### config.mk
export PLATFORM = sky130hd
export DESIGN_NAME = lgr_regs
export DESIGN_NICKNAME = d
export VERILOG_FILES = /design/src/pkg/lgr_pkg.sv /design/src/rtl/lgr_apply.sv /design/src/rtl/lgr_regs.sv
export VERILOG_INCLUDE_DIRS = /design/src /design/src/pkg
export SDC_FILE = /design/constraint.sdc
export NUM_CORES = 1
export LEC_CHECK = 0
export ABC_CLOCK_PERIOD_IN_PS = 2800
export BUFFER_PORTS_ARGS = -buffer_cell sky130_fd_sc_hd__buf_4
export CAP_MARGIN = 20
export CORE_ASPECT_RATIO = 1.5
export CORE_UTILIZATION = 38
export DETAILED_ROUTE_END_ITERATION = 12
export HOLD_SLACK_MARGIN = 0.03
export PLACE_DENSITY = 0.65
export SETUP_SLACK_MARGIN = 0.15
export SLEW_MARGIN = 10
export SYNTH_ARGS = -nofsm -noshare
export SYNTH_HDL_FRONTEND = slang
export SYNTH_HIERARCHICAL = 1
export SYNTH_SLANG_ARGS = --single-unit
### constraint.sdc
create_clock -name clk -period 2.8 [get_ports clk]
set_input_delay 0.42 -clock clk [delete_from_list [all_inputs] [get_ports clk]]
set_output_delay 0.42 -clock clk [all_outputs]
set_load 0.02 [all_outputs]
### src/pkg/lgr_cfg.svh
// Register indices, field positions and reset values of the line gain bank
`ifndef LGR_CFG_SVH
`define LGR_CFG_SVH

// Register indices; byte address is four times the index
`define LGR_IDX_BIAS    7'h04
`define LGR_IDX_MIDRAIL 7'h05
`define LGR_IDX_LEFT    7'h3b
`define LGR_IDX_RIGHT   7'h3c
`define LGR_IDX_STATUS  7'h40

// Line gain register fields
`define LGR_BIT_SILENCE 8
`define LGR_BIT_APPLY   7
`define LGR_BIT_GATE    6
`define LGR_GAIN_HI     5
`define LGR_GAIN_RESET  6'h39

// Reference and bias fields
`define LGR_BIT_BUFFER  6
`define LGR_DIV_HI      2
`define LGR_DIV_LO      1
`define LGR_BIT_SOURCE  0
`define LGR_BIT_BIAS    0
`define LGR_DIV_RESET   2'h0

// Status register fields
`define LGR_STAT_RGAIN  8
`define LGR_STAT_LPEND  16
`define LGR_STAT_RPEND  17

// Bus answers
`define LGR_RESP_OKAY   2'h0
`define LGR_RESP_SLVERR 2'h2

`endif

### src/pkg/lgr_pkg.sv
// Types shared by the line gain bank modules
`default_nettype none

package lgr_pkg;
	// One line side as software programs it
	typedef struct packed {
		logic       silence;
		logic       crossingGate;
		logic [5:0] gainCode;
	} lgr_line_s;

	// Reference and bias controls driven to the analogue core
	typedef struct packed {
		logic       masterBiasEnable;
		logic       midrailSourceEnable;
		logic [1:0] midrailDividerSelect;
		logic       midrailBufferToUnused;
	} lgr_ref_s;

	// Gain applied at the output stage
	typedef struct packed {
		logic       silence;
		logic [5:0] appliedGain;
		logic       pending;
	} lgr_drive_s;

	// Gain apply sequencer states
	typedef enum logic {LGR_IDLE, LGR_WAIT} lgr_apply_e;
endpackage

`default_nettype wire

### src/rtl/lgr_apply.sv
// Per-side gain apply sequencer with zero-cross gating and timeout
`timescale 1ns/1ps
`default_nettype none
`include "lgr_cfg.svh"

module lgr_apply (
	input  wire logic       clk,            // System clock
	input  wire logic       rst,            // Async reset, high
	input  wire logic       applyPulse,     // Shared update request
	input  wire logic       crossingGate,   // Zero-cross gating on
	input  wire logic [5:0] storedGain,     // Gain code held in register
	input  wire logic       zeroCross,      // Signal crossed zero
	input  wire logic       timeoutFire,    // Gated timeout tick
	output logic      [5:0] appliedGain,    // Gain at the output
	output logic            pending         // Change still waiting
);
	import lgr_pkg::*;

	// ==========================================================
	// Apply decision
	lgr_apply_e state_reg;
	lgr_apply_e state_next;
	logic [5:0] applied_reg;
	logic [5:0] applied_next;
	wire        gateOpen = zeroCross | timeoutFire;
	wire        fireNow  = applyPulse & ~crossingGate;
	wire        fireWait = (state_reg == LGR_WAIT) & gateOpen;
	wire        doApply  = fireNow | fireWait;

	// New request wins over completion of the old one
	always_comb begin
		state_next = state_reg;
		unique case (state_reg)
			LGR_IDLE: begin
				if (applyPulse & crossingGate) begin
					state_next = LGR_WAIT;
				end
			end
			LGR_WAIT: begin
				if (doApply & ~(applyPulse & crossingGate)) begin
					state_next = LGR_IDLE;
				end
			end
		endcase
	end

	assign applied_next = doApply ? storedGain : applied_reg;

	// State and applied gain
	always_ff @(posedge clk or posedge rst) begin
		if (rst) begin
			state_reg   <= LGR_IDLE;
			applied_reg <= `LGR_GAIN_RESET;
		end else begin
			state_reg   <= state_next;
			applied_reg <= applied_next;
		end
	end

	assign appliedGain = applied_reg;
	assign pending     = (state_reg == LGR_WAIT);
endmodule

`default_nettype wire

### src/rtl/lgr_regs.sv
// Line output gain and analogue reference control registers, AXI4-Lite
//
// Contract
// - Each line side mute bit at bit 8; 1 mutes; resets to 0.
// - Six-bit gain code bits 5:0, -57dB at 0, 1dB steps to +6dB.
// - Both gain codes reset to 111001, unity gain.
// - Writing 1 to shared bit 7 applies both stored gains together.
// - Per-side zero-cross enable at bit 6; resets to 0.
// - Divider select bits 2:1: off, normal, standby, fast; resets 00.
// - Reference bit 0 enables mid-rail source; resets to 0.
// - Reference bit 6 buffers mid-rail to unused pins; resets to 0.
// - Bias register bit 0 enables master bias; resets to 0.
// - Gated change waits for zero crossing or enabled timeout.
// - Gain write without update bit only stores the value.
`timescale 1ns/1ps
`default_nettype none
`include "lgr_cfg.svh"

module lgr_regs (
	input  wire logic        clk,                   // 40 MHz clock
	input  wire logic        rst,                   // Async reset, high
	input  wire logic [8:0]  s_axi_awaddr,          // Write address
	input  wire logic        s_axi_awvalid,         // Write address valid
	output logic             s_axi_awready,         // Write address ready
	input  wire logic [31:0] s_axi_wdata,           // Write data
	input  wire logic [3:0]  s_axi_wstrb,           // Write strobes
	input  wire logic        s_axi_wvalid,          // Write data valid
	output logic             s_axi_wready,          // Write data ready
	output logic [1:0]       s_axi_bresp,           // Write response
	output logic             s_axi_bvalid,          // Write response valid
	input  wire logic        s_axi_bready,          // Write response ready
	input  wire logic [8:0]  s_axi_araddr,          // Read address
	input  wire logic        s_axi_arvalid,         // Read address valid
	output logic             s_axi_arready,         // Read address ready
	output logic [31:0]      s_axi_rdata,           // Read data
	output logic [1:0]       s_axi_rresp,           // Read response
	output logic             s_axi_rvalid,          // Read data valid
	input  wire logic        s_axi_rready,          // Read data ready
	input  wire logic        leftZeroCross,         // Left crossing seen
	input  wire logic        rightZeroCross,        // Right crossing seen
	input  wire logic        crossingTimeoutEnable, // Timeout clock on
	input  wire logic        timeoutTick,           // Timeout expiry tick
	output lgr_pkg::lgr_drive_s leftLine,           // Left output drive
	output lgr_pkg::lgr_drive_s rightLine,          // Right output drive
	output lgr_pkg::lgr_ref_s   refCtrl             // Reference and bias
);
	import lgr_pkg::*;

	// ==========================================================
	// Write channel capture
	logic        awHeld_reg;
	logic [6:0]  awIdx_reg;
	logic        wHeld_reg;
	logic [31:0] wData_reg;
	logic [3:0]  wStrb_reg;
	logic        bValid_reg;
	logic [1:0]  bResp_reg;
	wire awTake  = s_axi_awvalid & ~awHeld_reg;
	wire wTake   = s_axi_wvalid & ~wHeld_reg;
	wire doWrite = awHeld_reg & wHeld_reg & ~bValid_reg;
	assign s_axi_awready = ~awHeld_reg;
	assign s_axi_wready  = ~wHeld_reg;
	assign s_axi_bvalid  = bValid_reg;
	assign s_axi_bresp   = bResp_reg;

	// Index decode shared by both channels
	function automatic logic isMapped(input logic [6:0] idx);
		isMapped = (idx == `LGR_IDX_BIAS) || (idx == `LGR_IDX_MIDRAIL) ||
			(idx == `LGR_IDX_LEFT) || (idx == `LGR_IDX_RIGHT) ||
			(idx == `LGR_IDX_STATUS);
	endfunction

	// Address and data holding, response
	always_ff @(posedge clk or posedge rst) begin
		if (rst) begin
			awHeld_reg <= 1'b0;
			awIdx_reg  <= 7'h00;
			wHeld_reg  <= 1'b0;
			wData_reg  <= 32'h0000_0000;
			wStrb_reg  <= 4'h0;
			bValid_reg <= 1'b0;
			bResp_reg  <= `LGR_RESP_OKAY;
		end else begin
			if (awTake) begin
				awHeld_reg <= 1'b1;
				awIdx_reg  <= s_axi_awaddr[8:2];
			end else if (doWrite) begin
				awHeld_reg <= 1'b0;
			end
			if (wTake) begin
				wHeld_reg <= 1'b1;
				wData_reg <= s_axi_wdata;
				wStrb_reg <= s_axi_wstrb;
			end else if (doWrite) begin
				wHeld_reg <= 1'b0;
			end
			if (doWrite) begin
				bValid_reg <= 1'b1;
				bResp_reg  <= isMapped(awIdx_reg) ?
					`LGR_RESP_OKAY : `LGR_RESP_SLVERR;
			end else if (s_axi_bready) begin
				bValid_reg <= 1'b0;
			end
		end
	end

	// ==========================================================
	// Register write decode
	wire loLane  = wStrb_reg[0];
	wire hiLane  = wStrb_reg[1];
	wire wrBias  = doWrite & (awIdx_reg == `LGR_IDX_BIAS) & loLane;
	wire wrMid   = doWrite & (awIdx_reg == `LGR_IDX_MIDRAIL) & loLane;
	wire wrLeft  = doWrite & (awIdx_reg == `LGR_IDX_LEFT);
	wire wrRight = doWrite & (awIdx_reg == `LGR_IDX_RIGHT);
	wire applyWr = (wrLeft | wrRight) & loLane &
		wData_reg[`LGR_BIT_APPLY];
	lgr_line_s leftCfg_reg;
	lgr_line_s rightCfg_reg;
	lgr_ref_s  ref_reg;
	logic      applyPulse_reg;

	// Line side update from one write, lanes honoured
	function automatic lgr_line_s lineNext(input lgr_line_s cur,
		input logic [31:0] d, input logic lo, input logic hi);
		lineNext = cur;
		if (hi) begin
			lineNext.silence = d[`LGR_BIT_SILENCE];
		end
		if (lo) begin
			lineNext.crossingGate = d[`LGR_BIT_GATE];
			lineNext.gainCode     = d[`LGR_GAIN_HI:0];
		end
	endfunction

	// Stored controls; update bit itself is never stored
	always_ff @(posedge clk or posedge rst) begin
		if (rst) begin
			leftCfg_reg    <= '{1'b0, 1'b0, `LGR_GAIN_RESET};
			rightCfg_reg   <= '{1'b0, 1'b0, `LGR_GAIN_RESET};
			ref_reg        <= '{1'b0, 1'b0, `LGR_DIV_RESET, 1'b0};
			applyPulse_reg <= 1'b0;
		end else begin
			if (wrLeft) begin
				leftCfg_reg <= lineNext(leftCfg_reg, wData_reg,
					loLane, hiLane);
			end
			if (wrRight) begin
				rightCfg_reg <= lineNext(rightCfg_reg, wData_reg,
					loLane, hiLane);
			end
			if (wrBias) begin
				ref_reg.masterBiasEnable <= wData_reg[`LGR_BIT_BIAS];
			end
			if (wrMid) begin
				ref_reg.midrailSourceEnable   <=
					wData_reg[`LGR_BIT_SOURCE];
				ref_reg.midrailDividerSelect  <=
					wData_reg[`LGR_DIV_HI:`LGR_DIV_LO];
				ref_reg.midrailBufferToUnused <=
					wData_reg[`LGR_BIT_BUFFER];
			end
			applyPulse_reg <= applyWr;
		end
	end

	// ==========================================================
	// Gain apply per side
	wire       timeoutFire = crossingTimeoutEnable & timeoutTick;
	logic [5:0] leftApplied;
	logic [5:0] rightApplied;
	logic       leftPending;
	logic       rightPending;
	lgr_apply u_left (
		.clk          (clk),
		.rst          (rst),
		.applyPulse   (applyPulse_reg),
		.crossingGate (leftCfg_reg.crossingGate),
		.storedGain   (leftCfg_reg.gainCode),
		.zeroCross    (leftZeroCross),
		.timeoutFire  (timeoutFire),
		.appliedGain  (leftApplied),
		.pending      (leftPending)
	);
	lgr_apply u_right (
		.clk          (clk),
		.rst          (rst),
		.applyPulse   (applyPulse_reg),
		.crossingGate (rightCfg_reg.crossingGate),
		.storedGain   (rightCfg_reg.gainCode),
		.zeroCross    (rightZeroCross),
		.timeoutFire  (timeoutFire),
		.appliedGain  (rightApplied),
		.pending      (rightPending)
	);
	// Mute travels apart from applied gain
	assign leftLine  = '{leftCfg_reg.silence, leftApplied, leftPending};
	assign rightLine = '{rightCfg_reg.silence, rightApplied, rightPending};
	assign refCtrl   = ref_reg;

	// ==========================================================
	// Read channel
	logic        rValid_reg;
	logic [31:0] rData_reg;
	logic [1:0]  rResp_reg;
	wire         arTake = s_axi_arvalid & ~rValid_reg;
	wire  [6:0]  rdIdx  = s_axi_araddr[8:2];
	// Line register image, update bit reads zero
	function automatic logic [31:0] lineImage(input lgr_line_s c);
		lineImage = 32'h0000_0000;
		lineImage[`LGR_BIT_SILENCE]  = c.silence;
		lineImage[`LGR_BIT_GATE]     = c.crossingGate;
		lineImage[`LGR_GAIN_HI:0]    = c.gainCode;
	endfunction

	logic [31:0] rdMux;
	always_comb begin
		rdMux = 32'h0000_0000;
		if (rdIdx == `LGR_IDX_BIAS) begin
			rdMux[`LGR_BIT_BIAS] = ref_reg.masterBiasEnable;
		end else if (rdIdx == `LGR_IDX_MIDRAIL) begin
			rdMux[`LGR_BIT_BUFFER] = ref_reg.midrailBufferToUnused;
			rdMux[`LGR_DIV_HI:`LGR_DIV_LO] = ref_reg.midrailDividerSelect;
			rdMux[`LGR_BIT_SOURCE] = ref_reg.midrailSourceEnable;
		end else if (rdIdx == `LGR_IDX_LEFT) begin
			rdMux = lineImage(leftCfg_reg);
		end else if (rdIdx == `LGR_IDX_RIGHT) begin
			rdMux = lineImage(rightCfg_reg);
		end else if (rdIdx == `LGR_IDX_STATUS) begin
			rdMux[`LGR_GAIN_HI:0] = leftApplied;
			rdMux[`LGR_STAT_RGAIN +: 6] = rightApplied;
			rdMux[`LGR_STAT_LPEND] = leftPending;
			rdMux[`LGR_STAT_RPEND] = rightPending;
		end
	end

	// Read data capture and hold
	always_ff @(posedge clk or posedge rst) begin
		if (rst) begin
			rValid_reg <= 1'b0;
			rData_reg  <= 32'h0000_0000;
			rResp_reg  <= `LGR_RESP_OKAY;
		end else if (arTake) begin
			rValid_reg <= 1'b1;
			rData_reg  <= rdMux;
			rResp_reg  <= isMapped(rdIdx) ?
				`LGR_RESP_OKAY : `LGR_RESP_SLVERR;
		end else if (s_axi_rready) begin
			rValid_reg <= 1'b0;
		end
	end

	assign s_axi_arready = ~rValid_reg;
	assign s_axi_rvalid  = rValid_reg;
	assign s_axi_rdata   = rData_reg;
	assign s_axi_rresp   = rResp_reg;

	// ==========================================================
	// Assertions
	property p_mute_write;
		@(posedge clk) disable iff (rst)
		wrLeft && hiLane |=> leftLine.silence == $past(wData_reg[8]);
	endproperty
	a_mute_write: assert property (p_mute_write)
		else $error("left silence did not follow write");
	property p_gain_store;
		@(posedge clk) disable iff (rst)
		wrRight && loLane |=> rightCfg_reg.gainCode == $past(wData_reg[5:0]);
	endproperty
	a_gain_store: assert property (p_gain_store)
		else $error("right gain code not stored");
	property p_reset_gain;
		@(posedge clk) disable iff (rst)
		$fell(rst) |-> leftApplied == 6'h39 && rightApplied == 6'h39;
	endproperty
	a_reset_gain: assert property (p_reset_gain)
		else $error("applied gain not unity after reset");
	property p_apply_both;
		@(posedge clk) disable iff (rst)
		applyWr && !leftCfg_reg.crossingGate && !rightCfg_reg.crossingGate
		##1 !leftCfg_reg.crossingGate && !rightCfg_reg.crossingGate
		|=> leftApplied == $past(leftCfg_reg.gainCode) &&
			rightApplied == $past(rightCfg_reg.gainCode);
	endproperty
	a_apply_both: assert property (p_apply_both)
		else $error("update bit did not apply both gains");
	property p_gate_store;
		@(posedge clk) disable iff (rst)
		wrLeft && loLane |=> leftCfg_reg.crossingGate == $past(wData_reg[6]);
	endproperty
	a_gate_store: assert property (p_gate_store)
		else $error("crossing gate not stored");
	property p_ref_write;
		@(posedge clk) disable iff (rst)
		wrMid |=> refCtrl.midrailDividerSelect == $past(wData_reg[2:1]) &&
			refCtrl.midrailSourceEnable == $past(wData_reg[0]) &&
			refCtrl.midrailBufferToUnused == $past(wData_reg[6]);
	endproperty
	a_ref_write: assert property (p_ref_write)
		else $error("reference controls did not follow write");
	property p_bias_write;
		@(posedge clk) disable iff (rst)
		wrBias |=> refCtrl.masterBiasEnable == $past(wData_reg[0]);
	endproperty
	a_bias_write: assert property (p_bias_write)
		else $error("master bias did not follow write");
	property p_gate_hold;
		@(posedge clk) disable iff (rst)
		leftPending && !leftZeroCross && !timeoutFire &&
		!(applyPulse_reg && !leftCfg_reg.crossingGate) |=> $stable(leftApplied);
	endproperty
	a_gate_hold: assert property (p_gate_hold)
		else $error("gated gain changed without crossing");
	property p_store_only;
		@(posedge clk) disable iff (rst)
		wrLeft && !applyWr && !applyPulse_reg && !leftPending
		|=> ##1 $stable(leftApplied);
	endproperty
	a_store_only: assert property (p_store_only)
		else $error("gain write without update changed output");
	property p_pulse_once;
		@(posedge clk) disable iff (rst)
		applyPulse_reg |=> !applyPulse_reg;
	endproperty
	a_pulse_once: assert property (p_pulse_once)
		else $error("update pulse longer than one cycle");

	c_apply: cover property (@(posedge clk) disable iff (rst)
		applyPulse_reg ##1 !leftPending);
	c_gated: cover property (@(posedge clk) disable iff (rst)
		leftPending ##1 leftZeroCross ##1 !leftPending);
	c_timeout: cover property (@(posedge clk) disable iff (rst)
		rightPending && timeoutFire);
endmodule

`default_nettype wire

==> results.txt, run 1 <==
----------------------------------------------------
[STA]
  Final-report hold violation count ... 0
  Setup repair after global routing missed its margin ... no
  Number of failing setup endpoints in the final timing report ... 0
  Max-slew violations ... 0
  Highest achievable clock rate ... 529 MHz
  Setup WS post-layout ... 909 ps
  Relative max-transition margin ... 51.1%
  Post-route clock period utilization ... 67.5%
  Final Critical Period ... 1890 ps
  Setup TNS ... 0 ps
  Setup clock skew after layout ... 5.17 ps
  Transition time of the tightest slew-check pin ... 732 ps

[Detailed routing]
  Routed WL ... 7510 um
  Vias after detailed routing ... 2509
  Number of nets still failing antenna checks after routing ... 0
  Detail-routed net length per standard cell ... 15.1 um
  Vias per inst ... 5.06
  Post-detailed-route DRC marker count ... 0
  Drt first-iter violations ... 92
  Drt pass-1 iters ... 4

[Floorplanning]
  Number of placed I/O pins ... 127
  Initial Util ... 39.8%
  Die Outline Area ... 0.00975 mm^2
  Die H ... 120 um
  Row count ... 42
  Core box area ... 0.00893 mm^2
  Die X ... 80.9 um

[Layout]
  Area Overhead vs Synth ... 24.7%
  Number of nets in the final layout ... 447
  Max reg flops ... 15
  Fin area ... 0.00443 mm^2
  Fraction of layout cells with a size suffix above 1 ... 44.6%
  Utilization after layout ... 49.6%
  Final antenna diode count ... 0

[Place]
  Hpwl dp ... 5700 um
  Area of placed instances ... 0.00415 mm^2
  Input/output buffers ... 78
  Placer congestion estimate ... 0.776
  DP Worst Slack ... 898 ps

[Worst setup path]
  Worst setup path class ... flop to flop
  Reg2reg path depth ... 3
  Reg-to-reg setup timing slack ... 910 ps
  Count of buffer and inverter cells on the critical path ... 0
  Worst path cell trace ... nor3b_1, and4_1, mux2_2
  Stage delay of the slowest cell on the critical path ... 500 ps
  Kind of launch point of the worst setup path ... flop
  Slowest stage cell on the critical path ... and4_1
  Element type at the critical path end ... flop
  Arrival time at the worst endpoint ... 2100 ps
  Cell family with the largest share of critical-path delay ... simple AND/OR/NAND/NOR gates
  Startpoint of the lowest-slack register-to-register path ... awIdx_reg[1]
  CP Max Fanout ... 7
  Data required time of the critical path ... 3010 ps
  End of the worst register-to-register path ... rightCfg_reg[1]

[Synthesis]
  Ys async rst share ... 100%
  Area leader, netlist ... dfrtp_1
  Total of flip-flops plus latches after synthesis ... 75
  Syn_area_per_cell ... 11.6 um^2
  Number of enable flip-flop cells after synthesis ... 0
  Synth Flop Type ... dfrtp_1
  Cell Area, Synth ... 0.00355 mm^2
  Unique cell type count in the Yosys netlist ... 45
  Top post-synthesis cells by area ... dfrtp_1, mux2_2, dfstp_2
  Cells after Synth ... 307
  Fraction of synthesized cell area taken by the top area cell type ... 41.6%
  Count of yosys warnings during synthesis ... 6
  Top-count cell post-synth ... dfrtp_1
  Post-synthesis sequential area ratio ... 53.4%
  Synth top cells by count ... dfrtp_1, mux2_2, nand2_1, buf_4, dfstp_2

[Pwr]
  Max VDD drop ... 463 uV
  Total leakage power ... 2.09 nW
  Power Dens Cells ... 766 mW/mm^2

[CTS]
  Clock root buffer ... clkbuf_16
  Clock insertion delay at the later pin of the skew report ... 330 ps
  Number of buffers inserted during clock tree synthesis ... 9
  CTS sink cnt ... 75
  Clk slew on worst S/H paths ... 60 ps
  Number of gates given a new drive strength after cts ... 0
  Number of buffers inserted for hold repair after clock tree synthesis ... 0
  Post-CTS setup-driven buffer insertion count ... 0
  Buffer depth of the longest clock path ... 2
  CTS tree ... done
  Max H-tree Level ... 3

[Worst hold path]
  Hold Path Class ... input port to async pin

[Global routing]
  Aggregate global routing overflow ... 0
  Pin count of the biggest net entering global routing ... 34
  Wire length of the first global-routing pass ... 12500 um
  Number of global-route vias before repair ... 2563
  Antenna violations before repair ... 0
  Global-route usage over all layers ... 17.2%

[Run status]
  Status ... completed

[Job]
  Max_cap viols ... 0

----------------------------------------------------
## worst max path at each step
stage / from / end / slack (ps) / depth (start not counted)
global route: awIdx_reg[1] / rightCfg_reg[6] / 810 / 3
CTS: s_axi_bvalid / refCtrl[1] / 940 / 4
detailed placement: s_axi_araddr[3] / s_axi_rdata[3] / 900 / 5
global placement: s_axi_araddr[3] / s_axi_rdata[8] / 940 / 5
floorplan: rst / applyPulse_reg / 880 / 1
finish: awIdx_reg[1] / rightCfg_reg[1] / 910 / 3
## cells in the final DEF (no fill, tap or decap), types with 2 or more instances in the layout
master	Yosys	routed
clkbuf_8	0	3
clkbuf_16	0	9
a31oi_1	2	2
a2bb2oi_1	5	5
dfstp_2	16	16
o21ai_4	2	2
buf_4	24	81
nor2b_1	6	6
o21ai_0	14	14
nor3b_1	2	2
mux2_2	45	45
conb_1	1	19
o211ai_1	5	5
o21a_1	3	3
nor2_1	8	8
nand3_1	8	8
nand4_1	3	3
o21ai_2	2	2
clkinv_2	0	2
nand2b_1	2	2
and3b_1	3	3
nand2_1	38	38
a22oi_1	3	3
o221ai_1	2	2
a21oi_1	8	8
and2_1	3	3
inv_1	11	10
mux2_4	4	4
dfrtp_1	59	59
## metrics by stage
stage / total power (W) / std cells / hold WS [ps]
after global placement: 0.00232 / 481 / 399
after floorplan: 0.00209 / 325 / 220
after global routing: 0.00358 / 496 / 68.7
after detailed placement: 0.00235 / 481 / 401
final: 0.00339 / 496 / 46.4
after CTS: 0.00344 / 496 / 44.8
## routing by layer
| metal | vias to the layer above | GRT usage, % | wire [um] |
|---|---|---|---|
| met4 | 0 | 8.82 | 193 |
| met5 | - | 0 | 0 |
| met2 | 90 | 29.3 | 3960 |
| met3 | 15 | 4.15 | 404 |
| met1 | 1220 | 19.5 | 2950 |
| li1 | 1184 | - | - |
## kinds of logic after synthesis
family,synth area share (%)
flip-flops,53.4
multiplexers,16.2
buffers and inverters,7.82
other,0.106
AND/OR/NAND/NOR,12.8
AO/OA/AOI/OAI,9.62
## where the power goes
part           internal [W]  total [W]  switching, W  leakage [nW]
registers           0.00134    0.00157      0.000234         0.929
logic              0.000379   0.000744      0.000365          1.02
clock network      0.000664    0.00108      0.000411         0.141
total               0.00238    0.00339       0.00101          2.09
## cell type report
class                           instances  area, um^2
Sequential cell                        75        1900
Inverter                               11        41.3
Fill cell                             833        4500
Timing Repair Buffer                   82         628
Multi-Input combinational cell        203        1450
Clock inverter                          2        10.0
Tap cell                              110         138
Clock buffer                           13         270
## worst reg2reg max path, stage by stage, from the launching register on
cell and delay [ps]:
dfrtp_1 430, nor3b_1 460, and4_1 500, mux2_2 380
Note: power is estimated with default switching activity, not from simulation.
==> run 2, diff against run 1 <==
Settings changed: ABC_CLOCK_PERIOD_IN_PS 2800 to 2000.
Clock period 2.8 ns to 2 ns, I/O delays scaled along.
==> run 2 against run 1 <==
Against the previous run:
- utilization rose by 0.91 points
- largest power group unchanged
- largest cell class unchanged
- highest routed layer unchanged
- clock skew barely moved
- via count down 0.20%
- sequential power is 41% higher
- critical path type unchanged
- register-to-register slack got worse by 750 ps
- critical endpoint is now refCtrl[2]
- combinational power rose by 45%
- sequential cell count unchanged
- final cell count grew 1.2%
- global-route usage about the same
- hold slack gained 97 ps
==> results.txt, run 2 (same netlist as run 1, synthesis figures left out) <==
----------------------------------------------------
[Worst setup path]
  End of the worst register-to-register path ... refCtrl[2]
  Startpoint of the lowest-slack register-to-register path ... awIdx_reg[5]
  Worst setup path class ... flop to flop
  Kind of launch point of the worst setup path ... flop
  Element type at the critical path end ... flop
  Arrival time at the worst endpoint ... 2060 ps
  Reg-to-reg setup timing slack ... 160 ps
  CP Max Fanout ... 4
  Reg2reg path depth ... 4
  Data required time of the critical path ... 2220 ps

[Place]
  Input/output buffers ... 78
  DP Worst Slack ... 166 ps
  Placer congestion estimate ... 0.766
  Hpwl dp ... 5730 um
  Cell count after placement ... 485

[Detailed routing]
  Post-detailed-route DRC marker count ... 0
  Routed WL ... 7540 um
  Drt pass-1 iters ... 4
  Detail-routed net length per standard cell ... 15.0 um
  Vias per inst ... 4.99
  Number of nets still failing antenna checks after routing ... 0
  Vias after detailed routing ... 2504
  Drt first-iter violations ... 96

[Job]
  Max_cap viols ... 0

[Pwr]
  Share of total power consumed by net switching ... 29.4%
  Clk pwr share ... 33.6%
  Total leakage power ... 2.13 nW
  Reported net switching power ... 0.00146 W
  Sequential share of power ... 44.6%
  Power Dens Cells ... 1100 mW/mm^2
  Internal power summed over all cells ... 0.00350 W
  Max VDD drop ... 769 uV
  Combinational group share of total power ... 21.8%

[STA]
  Setup clock skew after layout ... 5.31 ps
  Transition time of the tightest slew-check pin ... 595 ps
  Final-report hold violation count ... 0
  Number of failing setup endpoints in the final timing report ... 0
  Highest achievable clock rate ... 542 MHz
  Setup TNS ... 0 ps
  Setup repair after global routing missed its margin ... yes
  Max-slew violations ... 0
  Relative max-transition margin ... 60.2%
  Final Critical Period ... 1840 ps
  Post-route clock period utilization ... 92.2%
  Setup WS post-layout ... 155 ps
  Worst hold margin ... 144 ps

[Global routing]
  Busiest metal layer after global routing ... met2
  Global-route usage over all layers ... 17.1%
  Pin count of the biggest net entering global routing ... 47
  Met2 usage ... 28.8%
  Met3 Usage GRT ... 3.92%
  Aggregate global routing overflow ... 0
  Wire length of the first global-routing pass ... 12400 um
  Global routing usage on met1 ... 19.4%
  Number of global-route vias before repair ... 2512
  Antenna violations before repair ... 0

[CTS]
  Max H-tree Level ... 3
  Buffer depth of the longest clock path ... 2
  Number of buffers inserted during clock tree synthesis ... 9
  Post-CTS setup-driven buffer insertion count ... 0
  Clk slew on worst S/H paths ... 60 ps
  Clock root buffer ... clkbuf_16
  CTS tree ... done
  CTS sink cnt ... 75
  Clock insertion delay at the later pin of the skew report ... 330 ps

[Worst hold path]
  Hold path startpoint ... s_axi_bready
  Cell depth of the worst min-delay path ... 2
  Hold Path Class ... input port to flop
  Capture endpoint of the worst hold path ... s_axi_bvalid

[Run status]
  Status ... completed

[Layout]
  Number of nets in the final layout ... 452
  Area Overhead vs Synth ... 27.0%
  Utilization after layout ... 50.5%
  Fraction of layout cells with a size suffix above 1 ... 45.9%
  Final antenna diode count ... 0
  Final cell count without fillers ... 502
  Max reg flops ... 15
  Most common cell after layout, fill and taps aside ... buf_4
  Leading cell types in the layout, fill and taps excluded ... buf_4, dfrtp_1, mux2_2
  Fill count ... 815

[Floorplanning]
  Row count ... 42
  Initial Util ... 39.8%
  Die Outline Area ... 0.00975 mm^2
  Die H ... 120 um
  Number of placed I/O pins ... 127
  Die X ... 80.9 um
  Core box area ... 0.00893 mm^2

----------------------------------------------------
==> run 2: cell types whose count changed in the layout (fill, tap and decap cells not counted), sizes merged <==
cell,delta
buf,+4
bufinv,+1
clkbuf,-1
clkinvlp,+1
dlygate4sd3,+1
==> run 2: layer usage <==
layer,vias to the layer above,share of wire (%),wire length (um)
met5,-,0,0
met4,0,2.1,160
met3,12,5.3,401
met2,96,53,3990
met1,1199,40,2980
li1,1197,-,-
==> run 2: repair_timing <==
action / 4_1_cts / 5_1_grt
gates resized for setup: 0 / 3
endpoints found under the hold margin: 21 / 0
hold buffers: 1 / 0
setup endpoints to repair: 0 / 12
==> run 2: per-stage QoR <==
| stage | power (W) | area (um^2) |
|---|---|---|
| 2_1_floorplan | 0.00292 | 3620 |
| 3_3_place_gp | 0.00327 | 4180 |
| 3_5_place_dp | 0.00332 | 4180 |
| 4_1_cts | 0.00501 | 4500 |
| 5_1_grt | 0.00521 | 4510 |
| 6_report | 0.00495 | 4510 |
==> run 2: worst max-delay path by stage <==
stage,startpoint,cells after the start,slack [ps],endpoint
2_1_floorplan,s_axi_bvalid,6,180,refCtrl[0]
3_3_place_gp,awIdx_reg[6],4,200,refCtrl[2]
3_5_place_dp,awIdx_reg[6],4,170,refCtrl[3]
4_1_cts,awIdx_reg[6],4,150,refCtrl[2]
5_1_grt,awIdx_reg[5],4,110,refCtrl[0]
6_report,awIdx_reg[5],4,160,refCtrl[2]
==> run 2: cell type report <==
cell class,instances,area (um^2),area share [%]
Clock buffer,12,267,5.91
Multi-Input combinational cell,203,1450,32.2
Inverter,11,41.3,0.915
Clock inverter,4,47.5,1.05
Tap cell,110,138,3.05
Sequential cell,75,1900,42.1
Timing Repair Buffer,87,668,14.8
==> run 2: power by group through the flow <==
| stage | combinational (W) | sequential, W | clock, W |
|---|---|---|---|
| after floorplan | 0.000713 | 0.00221 | 0 |
| after global placement | 0.00106 | 0.00221 | 0 |
| after detailed placement | 0.00109 | 0.00223 | 0 |
| after CTS | 0.00109 | 0.00221 | 0.00171 |
| after global routing | 0.00118 | 0.00227 | 0.00176 |
| final | 0.00108 | 0.00221 | 0.00166 |
==> run 2: worst max-delay path: stages, from the launching register on <==
cell     delay [ps]
dfrtp_2         430
nor4_4          300
nand2_1         120
or4_4           550
mux2_4          320
==> run 3, diff against run 2 <==
Settings changed: SYNTH_HIERARCHICAL 1 to default.
==> run 3 against run 2 <==
Against the previous run:
- critical path depth unchanged
- combinational power about the same
- clock skew increased by 4.7 ps
- non-clock buffer count unchanged
- first-iteration DRC count increased by 28%
- highest routed layer unchanged
- via count decreased by 2.3%
- die area decreased by 2.1%
==> results.txt, run 3 <==
----------------------------------------------------
[Synthesis]
  Synth top cells by count ... dfrtp_1, mux2_2, buf_4, nand2_1, dfstp_2
  Cell Area, Synth ... 0.00348 mm^2
  Post-synthesis sequential area ratio ... 54.6%
  Fraction of synthesized cell area taken by the top area cell type ... 42.5%
  Top-count cell post-synth ... dfrtp_1
  Largest family of logic cells by synthesized area ... multiplexers
  Number of enable flip-flop cells after synthesis ... 0
  Cells after Synth ... 287
  Post-synthesis share of cell area spent on full adders, half adders and majority gates ... 0%
  Total of flip-flops plus latches after synthesis ... 75
  Synth Area in Compound Gates ... 11.8%
  Count of yosys warnings during synthesis ... 0
  Unique cell type count in the Yosys netlist ... 45
  Synthesized-area fraction occupied by xor and xnor cells ... 0%
  Simple-gate portion of the synthesized area ... 9.94%
  Area leader, netlist ... dfrtp_1
  Share of cell area taken by muxes after synthesis ... 16.2%
  Ys async rst share ... 100%
  Synth Flop Type ... dfrtp_1
  Top post-synthesis cells by area ... dfrtp_1, mux2_2, dfstp_2
  Syn_area_per_cell ... 12.1 um^2

[CTS]
  Max H-tree Level ... 3
  Number of buffers inserted during clock tree synthesis ... 9
  Clk slew on worst S/H paths ... 50 ps
  Clock root buffer ... clkbuf_16
  CTS tree ... done
  Post-CTS setup-driven buffer insertion count ... 0
  CTS sink cnt ... 75
  Buffer depth of the longest clock path ... 2
  Clock insertion delay at the later pin of the skew report ... 330 ps

[Worst setup path]
  Stage delay of the slowest cell on the critical path ... 410 ps
  Worst path cell trace ... nand3b_1, nor3b_2, and3_2, mux2_2
  CP Max Fanout ... 4
  Arrival time at the worst endpoint ... 1980 ps
  Worst setup path class ... flop to flop
  Slowest stage cell on the critical path ... dfrtp_2
  Kind of launch point of the worst setup path ... flop
  Data required time of the critical path ... 2210 ps
  Element type at the critical path end ... flop

[STA]
  Setup repair after global routing missed its margin ... yes
  Final Critical Period ... 1770 ps
  Post-route clock period utilization ... 88.6%
  Max-slew violations ... 0
  Transition time of the tightest slew-check pin ... 679 ps
  Relative max-transition margin ... 54.7%
  Setup clock skew after layout ... 9.99 ps
  Setup TNS ... 0 ps
  Highest achievable clock rate ... 564 MHz
  Final-report hold violation count ... 0
  Number of failing setup endpoints in the final timing report ... 0

[Global routing]
  Pin count of the biggest net entering global routing ... 59
  Number of global-route vias before repair ... 2454
  Global-route usage over all layers ... 17.2%
  Antenna violations before repair ... 0
  Aggregate global routing overflow ... 0
  Wire length of the first global-routing pass ... 12300 um

[Place]
  Hpwl dp ... 5650 um
  Input/output buffers ... 78
  Placer congestion estimate ... 0.803

[Layout]
  Final antenna diode count ... 0
  Leading cell types in the layout, fill and taps excluded ... buf_4, dfrtp_1, mux2_2
  Fraction of layout cells with a size suffix above 1 ... 48.0%
  Number of nets in the final layout ... 433
  Max reg flops ... 15
  Most common cell after layout, fill and taps aside ... buf_4
  Area Overhead vs Synth ... 29.3%
  Utilization after layout ... 50.9%

[Floorplanning]
  Die X ... 80.1 um
  Number of placed I/O pins ... 127
  Initial Util ... 39.4%
  Row count ... 42
  Die Outline Area ... 0.00954 mm^2
  Die H ... 119 um
  Core box area ... 0.00883 mm^2

[Detailed routing]
  Post-detailed-route DRC marker count ... 0
  Vias after detailed routing ... 2447
  Routed WL ... 7410 um
  Drt pass-1 iters ... 4
  Drt first-iter violations ... 123
  Vias per inst ... 5.07
  Detail-routed net length per standard cell ... 15.3 um
  Number of nets still failing antenna checks after routing ... 0

[Pwr]
  Max VDD drop ... 669 uV
  Power Dens Cells ... 1150 mW/mm^2
  Total leakage power ... 2.10 nW

[Run status]
  Status ... completed

[Job]
  Max_cap viols ... 0

[Worst hold path]
  Hold Path Class ... input port to flop

----------------------------------------------------
run 3: timing repair:
item	4_1_cts	5_1_grt
gates resized for setup	0	3
endpoints found under the hold margin	17	0
hold buffers	1	0
setup endpoints to repair	0	16
run 3: path summary, 6_finish.rpt:
check	start	endpoint	slack (ps)	depth (start not counted)
max	s_axi_bvalid	refCtrl[1]	230	4
min	s_axi_bready	s_axi_bvalid	140	2
max reg2reg	s_axi_bvalid	refCtrl[1]	230	4
min reg2reg	s_axi_rdata[6]	s_axi_rdata[6]	490	1
max in group asynchronous	rst	u_right.appliedGain[4]	800	4
min in group asynchronous	rst	wHeld_reg	520	3
run 3: critical path: cells and delay by family (launching register included):
kind / cells / cell delay, ps
flops: 1 / 410
mux: 1 / 340
simple gates: 3 / 900
run 3: cell type report:
| class | instances | area, um^2 |
|---|---|---|
| clock inverter | 4 | 97.6 |
| tap | 110 | 138 |
| sequential | 75 | 1900 |
| inverter | 8 | 33.8 |
| timing repair buffer | 87 | 668 |
| clock buffer | 12 | 256 |
| fill | 809 | 4330 |
| multi-input combinational | 187 | 1400 |
run 3: metal layers:
| layer | up-vias | track usage, % | routed length [um] |
|---|---|---|---|
| met5 | - | 0 | 0 |
| met4 | 0 | 6.47 | 158 |
| met3 | 11 | 4.83 | 317 |
| met2 | 80 | 30.7 | 3980 |
| met1 | 1196 | 18.9 | 2950 |
| li1 | 1160 | - | - |
run 3: metrics by stage:
stage          hold WS, ps  std cells  instance area (um^2)  worst slack, ps  power [W]
3_5_place_dp           329        466                  4130             32.7    0.00332
2_1_floorplan          393        305                  3560              197    0.00290
4_1_cts                126        483                  4490              207    0.00523
6_report               138        483                  4500              228    0.00516
3_3_place_gp           324        466                  4130             44.2    0.00327
5_1_grt                139        483                  4500              123    0.00543
run 3: kinds of logic (layout without fill, tap and decap cells):
family | Yosys count | in the layout
simple gates | 58 | 58
other cells | 1 | 19
buf+inv | 43 | 111
mux | 50 | 50
flops | 75 | 75
compound gates | 60 | 60
run 3: where the power goes:
part	switching, W	leakage (nW)	internal, W
clock	0.000600	0.169	0.00129
combinational	0.000505	1.01	0.000567
sequential	0.000303	0.928	0.00190
total	0.00141	2.10	0.00375
